<file path="src/design/sac_params.svh">
// Notes on behaviour
// - Conversion starts when the last of enable high, select low, read/convert low arrives.
// - Each start captures length/byte select: high gives 8 bits, low gives 12.
// - After an 8-bit conversion the low bits read as 1000 on a full read.
// - Only length/byte select is latched; other controls act directly.
// - Conversion status is high exactly while a conversion is in progress.
// - While conversion status is high every data output stays off.
// - A start during a conversion neither resets nor restarts it.
// - A start during a conversion recaptures length/byte select and may change length.
// - Outputs drive only with read/convert high, status low, enable high, select low.
// - Width select high drives all twelve outputs and ignores length/byte select.
// - Width select low, length/byte select low drives the eight top result bits.
// - Width select low, length/byte select high drives low nibble, bits 4-7 zero.
// - Byte drivers break before make when switching between bytes.
// - Length/byte select may change at any moment without output malfunction.
// - After a start, two internal clock ticks acquire the input, then it is held.
`ifndef SAC_PARAMS_SVH
`define SAC_PARAMS_SVH

// ==========================================================
// Timing
`define SAC_CLK_NS       10
`define SAC_SETUP_NS     50
`define SAC_SETUP_CYC    ((`SAC_SETUP_NS + `SAC_CLK_NS - 1) / `SAC_CLK_NS)
`define SAC_TICK_DIV     4
`define SAC_ACQ_TICKS    2'h2

// ==========================================================
// Conversion layout
`define SAC_TOP_BIT      4'hb
`define SAC_LONG_STOP    4'h0
`define SAC_SHORT_STOP   4'h4
`define SAC_SHORT_TAIL   4'h8

// ==========================================================
// Output enable patterns
`define SAC_OE_NONE      12'h000
`define SAC_OE_FULL      12'hfff
`define SAC_OE_HIGH      12'hff0
`define SAC_OE_LOW       12'h0ff

`endif

</file>
<file path="src/design/sac_pkg.sv">
package sac_pkg;

	typedef enum logic [1:0] {SAC_IDLE, SAC_ACQ, SAC_CONV} sac_state_e;

	typedef struct packed {
		logic chip_enable;
		logic chip_select_n;
		logic read_convert;
		logic width_select;
		logic length_byte_select;
	} sac_ctrl_s;

endpackage

</file>
<file path="src/design/sac_out_stage.sv">
`timescale 1ns/100ps
`default_nettype none
`include "sac_params.svh"

module sac_out_stage
(
	input  wire logic        clk_sys,
	input  wire logic        rst_n,
	input  wire logic        rd_en,
	input  wire logic        width_select,
	input  wire logic        length_byte_select,
	input  wire logic [11:0] result,
	output logic      [11:0] data_out,
	output logic      [11:0] data_oe
);
	logic [11:0] want_oe;
	logic [11:0] next_data_out;
	logic [11:0] next_data_oe;

	// ==========================================================
	// Enable selection
	always_comb
	begin
		if (!rd_en)
			want_oe = `SAC_OE_NONE;
		else if (width_select)
			want_oe = `SAC_OE_FULL;
		else if (length_byte_select)
			want_oe = `SAC_OE_LOW;
		else
			want_oe = `SAC_OE_HIGH;
		if (!width_select && length_byte_select)
			next_data_out = {8'h00, result[3:0]};
		else
			next_data_out = result;
		// A live select toggle only costs one dead cycle, never a clash
		if (data_oe != `SAC_OE_NONE && want_oe != `SAC_OE_NONE && data_oe != want_oe)
			next_data_oe = `SAC_OE_NONE;
		else
			next_data_oe = want_oe;
	end

	always_ff @(posedge clk_sys or negedge rst_n)
	begin
		if (!rst_n)
		begin
			data_out <= 12'h000;
			data_oe  <= `SAC_OE_NONE;
		end
		else
		begin
			data_out <= next_data_out;
			data_oe  <= next_data_oe;
		end
	end

endmodule
`default_nettype wire

</file>
<file path="src/design/sac_top.sv">
`timescale 1ns/100ps
`default_nettype none
`include "sac_params.svh"

module sac_top
#(
	parameter int TICK_DIV = `SAC_TICK_DIV
)
(
	input  wire logic              clk_sys,
	input  wire logic              rst_n,
	input  wire sac_pkg::sac_ctrl_s ctrl,
	input  wire logic              comp_keep,
	output logic                   conversion_status,
	output logic                   sample_hold,
	output logic      [11:0]       dac_trial,
	output logic      [11:0]       data_out,
	output logic      [11:0]       data_oe
);
	import sac_pkg::*;

	localparam logic [7:0] TICK_LAST = 8'(TICK_DIV - 1);

	sac_state_e  state;
	sac_state_e  next_state;
	logic [7:0]  tick_cnt;
	logic [7:0]  next_tick_cnt;
	logic [1:0]  acq_cnt;
	logic [1:0]  next_acq_cnt;
	logic [3:0]  bit_idx;
	logic [3:0]  next_bit_idx;
	logic [11:0] result;
	logic [11:0] next_result;
	logic        short_len;
	logic        next_short_len;
	logic        start_prev;
	logic        next_start_prev;
	logic        next_status;
	logic        next_sample_hold;
	logic [11:0] next_dac_trial;
	logic        start_level;
	logic        start_edge;
	logic        tick;
	logic [3:0]  stop_bit;
	logic        rd_en;

	// ==========================================================
	// Decode helpers
	// Enable-and-select gates both the start level and the read window
	function automatic logic sac_selected(input sac_ctrl_s c);
		return c.chip_enable & ~c.chip_select_n;
	endfunction

	// Short conversions stop after bit four, long ones at bit zero
	function automatic logic [3:0] sac_stop_bit(input logic short_mode);
		return short_mode ? `SAC_SHORT_STOP : `SAC_LONG_STOP;
	endfunction

	// ==========================================================
	// Start detection
	always_comb
	begin
		// Level is a plain gate of the pins; only its last value is kept for the edge
		start_level = sac_selected(ctrl) & ~ctrl.read_convert;
		start_edge = start_level & ~start_prev;
		next_start_prev = start_level;
	end

	// Resets low, so a start level already present at release counts as a start
	always_ff @(posedge clk_sys or negedge rst_n)
	begin
		if (!rst_n)
			start_prev <= 1'b0;
		else
			start_prev <= next_start_prev;
	end

	// ==========================================================
	// Internal conversion clock
	// Held at zero while idle so every conversion sees the same tick phase
	always_comb
	begin
		tick = (tick_cnt == TICK_LAST);
		if (state == SAC_IDLE || tick)
			next_tick_cnt = 8'h00;
		else
			next_tick_cnt = tick_cnt + 8'h01;
	end

	always_ff @(posedge clk_sys or negedge rst_n)
	begin
		if (!rst_n)
			tick_cnt <= 8'h00;
		else
			tick_cnt <= next_tick_cnt;
	end

	// ==========================================================
	// Sequencer
	always_comb
	begin
		next_state     = state;
		next_acq_cnt   = acq_cnt;
		next_bit_idx   = bit_idx;
		next_result    = result;
		next_short_len = short_len;
		stop_bit = sac_stop_bit(short_len);
		// Recaptured on every start, busy or not
		if (start_edge)
			next_short_len = ctrl.length_byte_select;
		unique case (state)
			SAC_IDLE:
			begin
				// Only an idle sequencer reacts; later starts never restart it
				if (start_edge)
				begin
					next_state   = SAC_ACQ;
					next_acq_cnt = 2'h0;
					next_result  = 12'h000;
				end
			end
			SAC_ACQ:
			begin
				// Tracking for two ticks, then the sample is held
				if (tick)
				begin
					if (acq_cnt == `SAC_ACQ_TICKS - 2'h1)
					begin
						next_state   = SAC_CONV;
						next_bit_idx = `SAC_TOP_BIT;
					end
					else
						next_acq_cnt = acq_cnt + 2'h1;
				end
			end
			SAC_CONV:
			begin
				if (tick)
				begin
					next_result[bit_idx] = comp_keep;
					// A late switch to short length ends at the next tick if bit_idx is already at or below four
					if (bit_idx <= stop_bit)
					begin
						next_state = SAC_IDLE;
						if (short_len)
							next_result[3:0] = `SAC_SHORT_TAIL;
					end
					else
						next_bit_idx = bit_idx - 4'h1;
				end
			end
			default:
				next_state = SAC_IDLE;
		endcase
	end

	// The length latch is the only control input the block stores
	always_ff @(posedge clk_sys or negedge rst_n)
	begin
		if (!rst_n)
		begin
			state     <= SAC_IDLE;
			acq_cnt   <= 2'h0;
			bit_idx   <= 4'h0;
			result    <= 12'h000;
			short_len <= 1'b0;
		end
		else
		begin
			state     <= next_state;
			acq_cnt   <= next_acq_cnt;
			bit_idx   <= next_bit_idx;
			result    <= next_result;
			short_len <= next_short_len;
		end
	end

	// ==========================================================
	// Status, hold and trial outputs
	// All three follow the next state, so they stay in step with the sequencer
	always_comb
	begin
		next_status = (next_state != SAC_IDLE);
		next_sample_hold = (next_state == SAC_ACQ);
		if (next_state == SAC_CONV)
			next_dac_trial = next_result | (12'h001 << next_bit_idx);
		else
			next_dac_trial = next_result;
		// Closed a cycle ahead of status so no pin is live while busy
		rd_en = ctrl.read_convert & ~next_status & sac_selected(ctrl);
	end

	always_ff @(posedge clk_sys or negedge rst_n)
	begin
		if (!rst_n)
		begin
			conversion_status <= 1'b0;
			sample_hold       <= 1'b0;
			dac_trial         <= 12'h000;
		end
		else
		begin
			conversion_status <= next_status;
			sample_hold       <= next_sample_hold;
			dac_trial         <= next_dac_trial;
		end
	end

	// ==========================================================
	// Output drivers
	// Fed the next result so the final bit is on the pins at the first enabled edge
	sac_out_stage u_out
	(
		.clk_sys            (clk_sys),
		.rst_n              (rst_n),
		.rd_en              (rd_en),
		.width_select       (ctrl.width_select),
		.length_byte_select (ctrl.length_byte_select),
		.result             (next_result),
		.data_out           (data_out),
		.data_oe            (data_oe)
	);

endmodule
`default_nettype wire

</file>
<file path="config.mk">
export PLATFORM = sky130hd
export DESIGN_NAME = sac_top
export DESIGN_NICKNAME = d
export VERILOG_FILES = /design/src/design/sac_pkg.sv /design/src/design/sac_out_stage.sv /design/src/design/sac_top.sv
export VERILOG_INCLUDE_DIRS = /design/src /design/src/design
export SDC_FILE = /design/constraint.sdc
export NUM_CORES = 1
export LEC_CHECK = 0
export ABC_CLOCK_PERIOD_IN_PS = 2029
export BUFFER_PORTS_ARGS = -buffer_cell sky130_fd_sc_hd__buf_2
export CAP_MARGIN = 20
export CORE_ASPECT_RATIO = 0.7
export CORE_UTILIZATION = 53
export CTS_BUF_LIST = sky130_fd_sc_hd__clkbuf_4
export DETAILED_ROUTE_END_ITERATION = 8
export PLACE_DENSITY = 0.78
export RECOVER_POWER = 25
export SLEW_MARGIN = 10
export SYNTH_ARGS = -nofsm -noshare
export SYNTH_HDL_FRONTEND = slang
export SYNTH_SLANG_ARGS = --single-unit
</file>
<file path="constraint.sdc">
create_clock -name clk_sys -period 2.03 [get_ports clk_sys]
set_input_delay 0.609 -clock clk_sys [delete_from_list [all_inputs] [get_ports clk_sys]]
set_output_delay 0.609 -clock clk_sys [all_outputs]
set_load 0.05 [all_outputs]
</file>
# After elaboration in Yosys (flattened, before gate mapping)

Index checks and enable logic that the tools add are counted.

Order comparisons: 3
Bitwise logic cells: 10
Shifts and indexed selects: 1
Eq/ne operators: 10
$add $sub $neg: 3
Mux-type cells: 31
Reductions and logical operators: 12

Operators by type and width:

| kind                 | number |
|---|---|
| $mux 12              | 8 |
| $mux 4               | 6 |
| $pmux 12 s2          | 1 |
| $reduce_bool 12->1   | 2 |
| $mux 2               | 8 |
| $bwmux 12            | 1 |
| $ne 12x12->1         | 1 |
| $or 12x12->12        | 1 |
| $shl 1x4->12 const A | 1 |
| $add 8x1->8 const B  | 1 |
| $eq 8x2->1 const B   | 1 |
| $mux 8               | 1 |
| $pmux 4 s2           | 1 |
| $eq 2x1->1 const B   | 3 |
| $ne 2x2->1 const B   | 3 |
| $pmux 2 s3           | 1 |
| $and 1x1->1          | 5 |
| $lt 4x5->1 const B   | 1 |
| $demux 1 s4          | 1 |
| $eq 2x2->1 const B   | 2 |
| $ge 4x1->1 const B   | 1 |
| $le 4x3->1           | 1 |
| $logic_and 1x1->1    | 4 |
| $not 1->1            | 4 |
| other kinds (10)     | 11 |

Word-level logic and storage cells: 82
Register bits after elaboration: 68
Input bits: 8

# Depth between registers and ports, before layout

Gate-level depths: netlist (run 1).

Depth in word-level cells: 15
Gate-level depth with buffers: 10
Gate-level depth less buffers: 9

# By module

From an unflattened synthesis (run 1), not the netlist that was laid out.

Cells, all modules: 290
Area total of the unflattened synthesis: 3054.2 µm²

By module, submodules not included:

| module        | area each (µm²) | times used | cells an instance |
|---|---|---|---|
| sac_top       | 2421.1          | 1          | 237 |
| sac_out_stage | 633.1           | 1          | 53 |

# Least setup slack after synthesis (run 1)

OpenSTA, ideal clock, no wires.

Kind: reg2reg
Start point: reg tick_cnt[0]
End point: reg dac_trial[7]
Stages on the path, launching flop included: 8
Path buffers: 0
Path slack: -0.086 ns
Setup time: 0.093 ns
Arrival time: 2.023 ns
Required time: 1.937 ns
Path through: dfrtp_1 ha_1 or4bb_1 or4_4 and4_4 clkinv_4 nand2_2 o31ai_2

Word-level cells in the longest chain between the ends: 6

RTL lines:

| what                             | RTL line                       | RTL |
|---|---|---|
| from (decl)                      | sac_top.sv:26                  | `logic [7:0] tick_cnt;` |
| from (signal assigned)           | sac_top.sv:95                  | `tick_cnt <= next_tick_cnt;` |
| $eq 8x2->1 (*)                   | sac_top.sv:83                  | `tick = (tick_cnt == TICK_LAST);` |
| $mux 4, on equally long branches | sac_top.sv:138, sac_top.sv:125 |  |
| $pmux 4 s2 (*)                   | sac_top.sv:111                 | `unique case (state)` |
| via next_bit_idx[0]              | sac_top.sv:31                  | `logic [3:0] next_bit_idx;` |
| $shl 1x4->12 (*)                 | sac_top.sv:186                 | `next_dac_trial = next_result \| (12'h001 << next_bit_idx);` |
| $or 12x12->12 (*)                | sac_top.sv:186                 |  |
| $mux 12 (*)                      | sac_top.sv:185                 | `if (next_state == SAC_CONV)` |
| via next_dac_trial[7]            | sac_top.sv:40                  | `logic [11:0] next_dac_trial;` |
| to (signal assigned)             | sac_top.sv:205                 | `dac_trial <= next_dac_trial;` |
| to (decl)                        | sac_top.sv:16                  | `output logic [11:0] dac_trial,` |

The timed path passes the listed nets; every way through them passes the cells marked *.
A chain may end at the register's enable or synchronous reset.

# Worst setup path in the final report (run 1)

Start point: reg tick_cnt[0]
End point: reg dac_trial[9]

The elaborated chain is that of the path after synthesis.

==> results of run 1 <==
critical path, stage by stage, from the launching register on:
cell and delay, ns:
dfrtp_1 0.39, ha_2 0.21, or4bb_4 0.57, or4_4 0.50, and4_4 0.21, clkinv_4 0.07
nand3_4 0.09, o31ai_2 0.19
state kept, by name, summed over array words and instances, names as in the netlist:
signal,cells
result,8
state,2
tick_cnt,8
start_prev,1
bit_idx,4
acq_cnt,2
u_out.data_oe,3
dac_trial,12
u_out.data_out,12
sample_hold,1
short_len,1
conversion_status,1
cells by family (layout without fill, tap and decap cells):
group	count (synthesis)	in the layout	share of synthesized area [%]
simple gates	106	106	19.4
compound gates	67	67	16.2
flops	55	55	45.7
buf+inv	45	148	8.26
fa+ha+maj	12	12	4.98
mux	11	11	3.78
xor+xnor	6	6	1.74
cell usage after synthesis, types with 3 or more instances:
master / count
buf_4: 14
ha_1: 12
nand2_1: 22
o21ai_1: 6
a22oi_1: 3
nand4_1: 9
a31oi_1: 6
nand3_1: 7
o21bai_1: 4
xor2_1: 4
and3_1: 3
o31ai_2: 4
dfrtp_1: 55
nor2_1: 32
mux2i_1: 8
inv_1: 21
clkbuf_1: 4
o21ai_0: 10
a21oi_1: 11
nor3_1: 6
nor2b_1: 5
mux2_2: 3
power by group through the flow:
stage	registers, W	clock network (W)	logic (W)
floorplan	0.00136	0	0.000435
global placement	0.00124	0	0.000888
detailed placement	0.00124	0	0.000907
CTS	0.00122	0.000502	0.00104
global route	0.00123	0.000562	0.00121
finish	0.00122	0.000500	0.00114
what timing repair did:
item	in CTS	in global routing
hold buffers	0	0
endpoints found under the hold margin	0	0
setup endpoints to repair	40	43
buffers inserted	13	4
pin swaps	16	19
gates resized for setup	33	21
routing by layer:
| layer | part of all wire, % | track usage (%) |
|---|---|---|
| met2 | 48 | 46.3 |
| met5 | 0 | 0 |
| met4 | 1.2 | 7.42 |
| met3 | 6.4 | 4.23 |
| met1 | 44 | 40.4 |
worst paths after layout:
path,startpoint,end,cells after the start
setup / recovery,tick_cnt[0]$_DFF_PN0_,dac_trial[9]$_DFF_PN0_,7
hold / removal,ctrl[2],start_prev$_DFF_PN0_,2
setup reg to reg,tick_cnt[0]$_DFF_PN0_,dac_trial[9]$_DFF_PN0_,7
hold reg to reg,u_out.data_out[0]$_DFF_PN0_,u_out.data_out[0]$_DFF_PN0_,2
max in group asynchronous,rst_n,u_out.data_out[11]$_DFF_PN0_,2
min in group asynchronous,rst_n,tick_cnt[6]$_DFF_PN0_,2
stage by stage:
stage,TNS (ns),hold slack (ns),util (%)
finish,-5.88,0.409,75.7
global route,-9.43,0.388,75.7
detailed placement,-11.23,0.481,67.3
CTS,-3.38,0.198,73.8
global placement,-7.97,0.463,67.3
floorplan,-0.341,0.313,-
cell type report:
| class | count | area (sq um) |
|---|---|---|
| repair buffers | 117 | 815 |
| well taps | 72 | 90.1 |
| fillers | 353 | 1300 |
| clock inverters | 3 | 25.0 |
| flip-flops and latches | 55 | 1380 |
| inverters | 23 | 91.3 |
| clock buffers | 5 | 37.5 |
| multi-input cells | 202 | 1630 |
==> run summary, run 1 <==
final instance area -> 4060 sq um
initial antenna violation count -> 0
Leakage Power -> 2.09 nW
Critical Path RT -> 2.33 ns
total clock sinks -> 55
Cells after DPL -> 453
WS Path Type -> reg -> reg
fin cells -> 477
Final GP Congestion -> 0.866
Comb power frac -> 39.9%
IO buf count -> 45
Residual DRC -> 0
fmax -> 0.432 GHz
post-layout min period -> 2.32 ns
run status -> finished with violations
crit path launch type -> flop
Clk Latency, worst-skew pair -> 0.39 ns
# rows -> 22
Yosys top cell by area -> dfrtp_1
total die area -> 5990 sq um
DR WL/cell -> 17.4 um
die span in x -> 92.1 um
total design power -> 0.00287 W
Netlist cell types -> 64
clk_skew -> 0.0254 ns
largest net degree at the start of global routing -> 56
nets@finish -> 424
VDD IR max -> 640 uV
Synth Flop Type -> dfrtp_1
crit end category -> flop
register area share after synthesis -> 45.7%
Core Area -> 5370 sq um
Vias -> 2,766
grt total ovfl -> 0
total iterations of the first detailed-routing run -> 6
Final Hold Viols -> 0
Yosys top cell area share -> 45.7%
# IOs -> 46
pre-CTS setup slack -> -0.405 ns
clk buf depth -> 2
switch share -> 37.2%
Worst-Margin Slew -> 1.30 ns
clk root buf -> clkbuf_4
Routed WL -> 8.32 mm
DP HPWL -> 5.34 mm
vias in the first global route -> 2,672
maximum fanout along the worst path -> 4
CTS buffer count -> 5
fraction of layout cells with a size suffix above 1 -> 45.4%
hold crit path type -> in -> reg
Psw -> 0.00107 W
most common cell after layout, fill and taps aside -> buf_4
setup slack after layout -> -0.287 ns
Post-Syn Nets -> 322
Arrival @ worst endpoint -> 2.62 ns
drt initial violations -> 228
Starting Density -> 56.1%
#FFs+latches synth -> 55
failing checks -> setup timing
Syn-to-layout area delta -> 34.9%
H-tree Lvls -> 2
Post-synth EDFFs -> 0
average cell area after synthesis -> 9.98 sq um
Tcrit/Tclk final -> 114%
Internal Power -> 0.00180 W
yosys warns -> 0
RSZ-0062 raised after global routing -> true
PD cells -> 705 nW/um^2
Max Slew Vio Count -> 0
Vias/cell -> 5.80
power share of the sequential group -> 42.7%
first-pass GRT wire length -> 13.1 mm
Synth async-reset ratio -> 100%
top cells by area, synth -> dfrtp_1 46%, ha_1 5.0%, nor2_1 4.0%
Rel. slew slack -> 13.0%
max-cap violations -> 0
clock slew at reported path FFs -> 0.18 ns
power share of the clock group -> 17.4%
Die Span Y -> 65.1 um
final setup vio count -> 36
most frequent cells in the layout -> 63 x buf_4, 55 x dfrtp_1, 45 x buf_2, 30 x nor2_1
Total GRT Usage -> 28.5%
Post-Synthesis Cell Area -> 3010 sq um
diode count -> 0
Synth Instances -> 302
CTS tree -> yes
placed instance area -> 3610 sq um
Detail Route Antenna Nets -> 0
internal reg-to-reg setup slack -> -0.29 ns
Power figures use the tool's default switching activity.
==> run 2, diff against run 1 <==
Settings changed: SYNTH_HIERARCHICAL from default to 1.
==> run 2 against run 1 <==
The flow still finishes with violations (setup timing). Die area rose by 1.3%. Count of clock-buffer cells in the layout rose by 6. Power rose by 8.6%. Fmax fell by 4.9%. Clock power rose by 59%. Critical path depth rose by 2. Clock skew fell by 0.0057 ns. Via count rose by 2.5%. Design area rose by 6.4%. Sequential share of layout area rose by 0.28 points. Synthesized area rose by 1.4%.
==> run summary, run 2 <==
hold crit path type -> in -> reg
max-cap violations -> 0
top cells by area, synth -> dfrtp_1 48%, ha_1 4.9%, nand2_1 3.3%
setup slack after layout -> -0.406 ns
drt initial violations -> 218
post-layout min period -> 2.44 ns
Die Span Y -> 65.5 um
# hold bufs at CTS -> 0
Clk Latency, worst-skew pair -> 0.42 ns
Synth Flop Type -> dfrtp_1
total die area -> 6070 sq um
Yosys top cell by area -> dfrtp_1
fill cell count -> 342
Detail Route Antenna Nets -> 0
DR WL/cell -> 17.9 um
Syn-to-layout area delta -> 41.6%
grt total ovfl -> 0
Critical Path RT -> 2.39 ns
largest net degree at the start of global routing -> 60
Synth Instances -> 290
first-pass GRT wire length -> 13.1 mm
Regs by FF count -> dac_trial (12), result (12), u_out/data_out (12)
initial antenna violation count -> 0
Leakage Power -> 2.23 nW
Final GP Congestion -> 0.925
CTS buffer count -> 9
total design power -> 0.00311 W
run status -> finished with violations
VDD IR max -> 635 uV
# IOs -> 46
critical path, cell by cell -> or4_4 > o41ai_4 > a31oi_1 > nor2b_4 > or2_1 > nor2_2 > nand2b_1 > nor4_2 > a41o_1
Residual DRC -> 0
most frequent cells in the layout -> 74 x buf_4, 59 x dfrtp_1, 45 x buf_2, 25 x nand2_1, 15 x nor2_1
most common cell after layout, fill and taps aside -> buf_4
clk_skew -> 0.0198 ns
Tcrit/Tclk final -> 120%
fraction of layout cells with a size suffix above 1 -> 50.5%
Worst-Margin Slew -> 1.39 ns
Arrival @ worst endpoint -> 2.79 ns
CTS tree -> yes
Core Area -> 5400 sq um
fmax -> 0.410 GHz
nets@finish -> 430
maximum fanout along the worst path -> 3
WS Path Type -> reg -> reg
Synth async-reset ratio -> 100%
Max Slew Vio Count -> 0
RSZ-0062 raised after global routing -> true
DP HPWL -> 5.57 mm
final setup vio count -> 27
Post-synth EDFFs -> 0
#FFs+latches synth -> 59
Post-Synthesis Cell Area -> 3050 sq um
total clock sinks -> 59
Rel. slew slack -> 7.02%
Final Hold Viols -> 0
Post-Syn Nets -> 310
final core occ -> 80.1%
crit end category -> flop
# rows -> 22
PD cells -> 720 nW/um^2
Vias -> 2,836
diode count -> 0
total iterations of the first detailed-routing run -> 5
clk root buf -> clkbuf_4
commonest cells in the netlist -> 59 x dfrtp_1, 27 x nand2_1, 18 x nor2_1
sum of negative setup slack -> -4.92 ns
top-count cell post-synth -> dfrtp_1
yosys warns -> 6
vias in the first global route -> 2,673
crit path launch type -> flop
average cell area after synthesis -> 10.5 sq um
IO buf count -> 45
clk buf depth -> 2
Crit-path slowest cell -> or4_4
Starting Density -> 56.6%
die span in x -> 92.7 um
clock slew at reported path FFs -> 0.09 ns
Routed WL -> 8.68 mm
CP max stage delay -> 0.56 ns
Netlist cell types -> 60
failing checks -> setup timing
Vias/cell -> 5.84
register area share after synthesis -> 48.3%
Total GRT Usage -> 28.9%
H-tree Lvls -> 3
Yosys top cell area share -> 48.3%
-- run 2: timing repair --
item | in CTS | in global routing
pin swaps | 15 | 20
resized for setup | 24 | 50
setup endpoints to repair | 38 | 44
setup buffers | 11 | 10
-- run 2: layer usage --
| layer | up-vias | track usage (%) | share of wire (%) |
|---|---|---|---|
| li1 | 1274 | - | - |
| met1 | 1374 | 38.1 | 44 |
| met2 | 148 | 45.1 | 46 |
| met3 | 40 | 8.91 | 7.6 |
| met4 | 0 | 11.3 | 3.1 |
| met5 | - | 0 | 0 |
-- run 2: final cells by class --
class | count | area (sq um) | share of cell area (%)
clock buffers | 11 | 82.6 | 1.91
well taps | 72 | 90.1 | 2.08
flip-flops and latches | 59 | 1480 | 34.1
repair buffers | 126 | 853 | 19.7
inverters | 13 | 48.8 | 1.13
clock inverters | 4 | 42.5 | 0.984
multi-input cells | 201 | 1730 | 40.0
-- run 2: cells by family after synthesis --
logic type / share of synthesized area [%]
adders and majority gates: 4.92
DFF: 48.3
muxes: 3.32
buffers and inverters: 5.04
xor gates and xnor gates: 1.72
and+or+nand+nor: 20.0
AOI/OAI and AO/OA: 16.7
-- run 2: worst paths after layout --
path / start / endpoint / slack (ns) / cells past startpoint
setup reg to reg: tick_cnt[5]$_DFF_PN0_ / u_out/data_oe[3]$_DFF_PN0_ / -0.41 / 9
setup / recovery: tick_cnt[5]$_DFF_PN0_ / u_out/data_oe[3]$_DFF_PN0_ / -0.41 / 9
hold reg to reg: result[7]$_DFF_PN0_ / result[7]$_DFF_PN0_ / 0.52 / 2
min in group asynchronous: rst_n / u_out/data_out[3]$_DFF_PN0_ / 0.58 / 2
hold / removal: ctrl[2] / start_prev$_DFF_PN0_ / 0.46 / 3
max in group asynchronous: rst_n / tick_cnt[4]$_DFF_PN0_ / 0.58 / 2
-- run 2: per-stage QoR --
step	area, sq um	instances	setup slack [ns]	hold slack [ns]
detailed placement	3830	455	-0.424	0.537
finish	4320	486	-0.406	0.459
CTS	4110	479	-0.378	0.176
global placement	3830	455	-0.313	0.528
floorplan	3120	290	-0.336	0.313
global route	4320	486	-0.546	0.446
-- run 2: worst max-delay path, delay by kind of cell, from the launching register on --
| family | cells | cell delay [ns] |
|---|---|---|
| simple gates | 6 | 1.35 |
| compound gates | 3 | 0.66 |
| flops | 1 | 0.38 |
-- run 2: where the power goes --
group	total [W]	switching [W]	internal, W
clock	0.000797	0.000410	0.000387
combinational	0.00100	0.000603	0.000397
sequential	0.00132	0.0000619	0.00125
total	0.00311	0.00108	0.00204
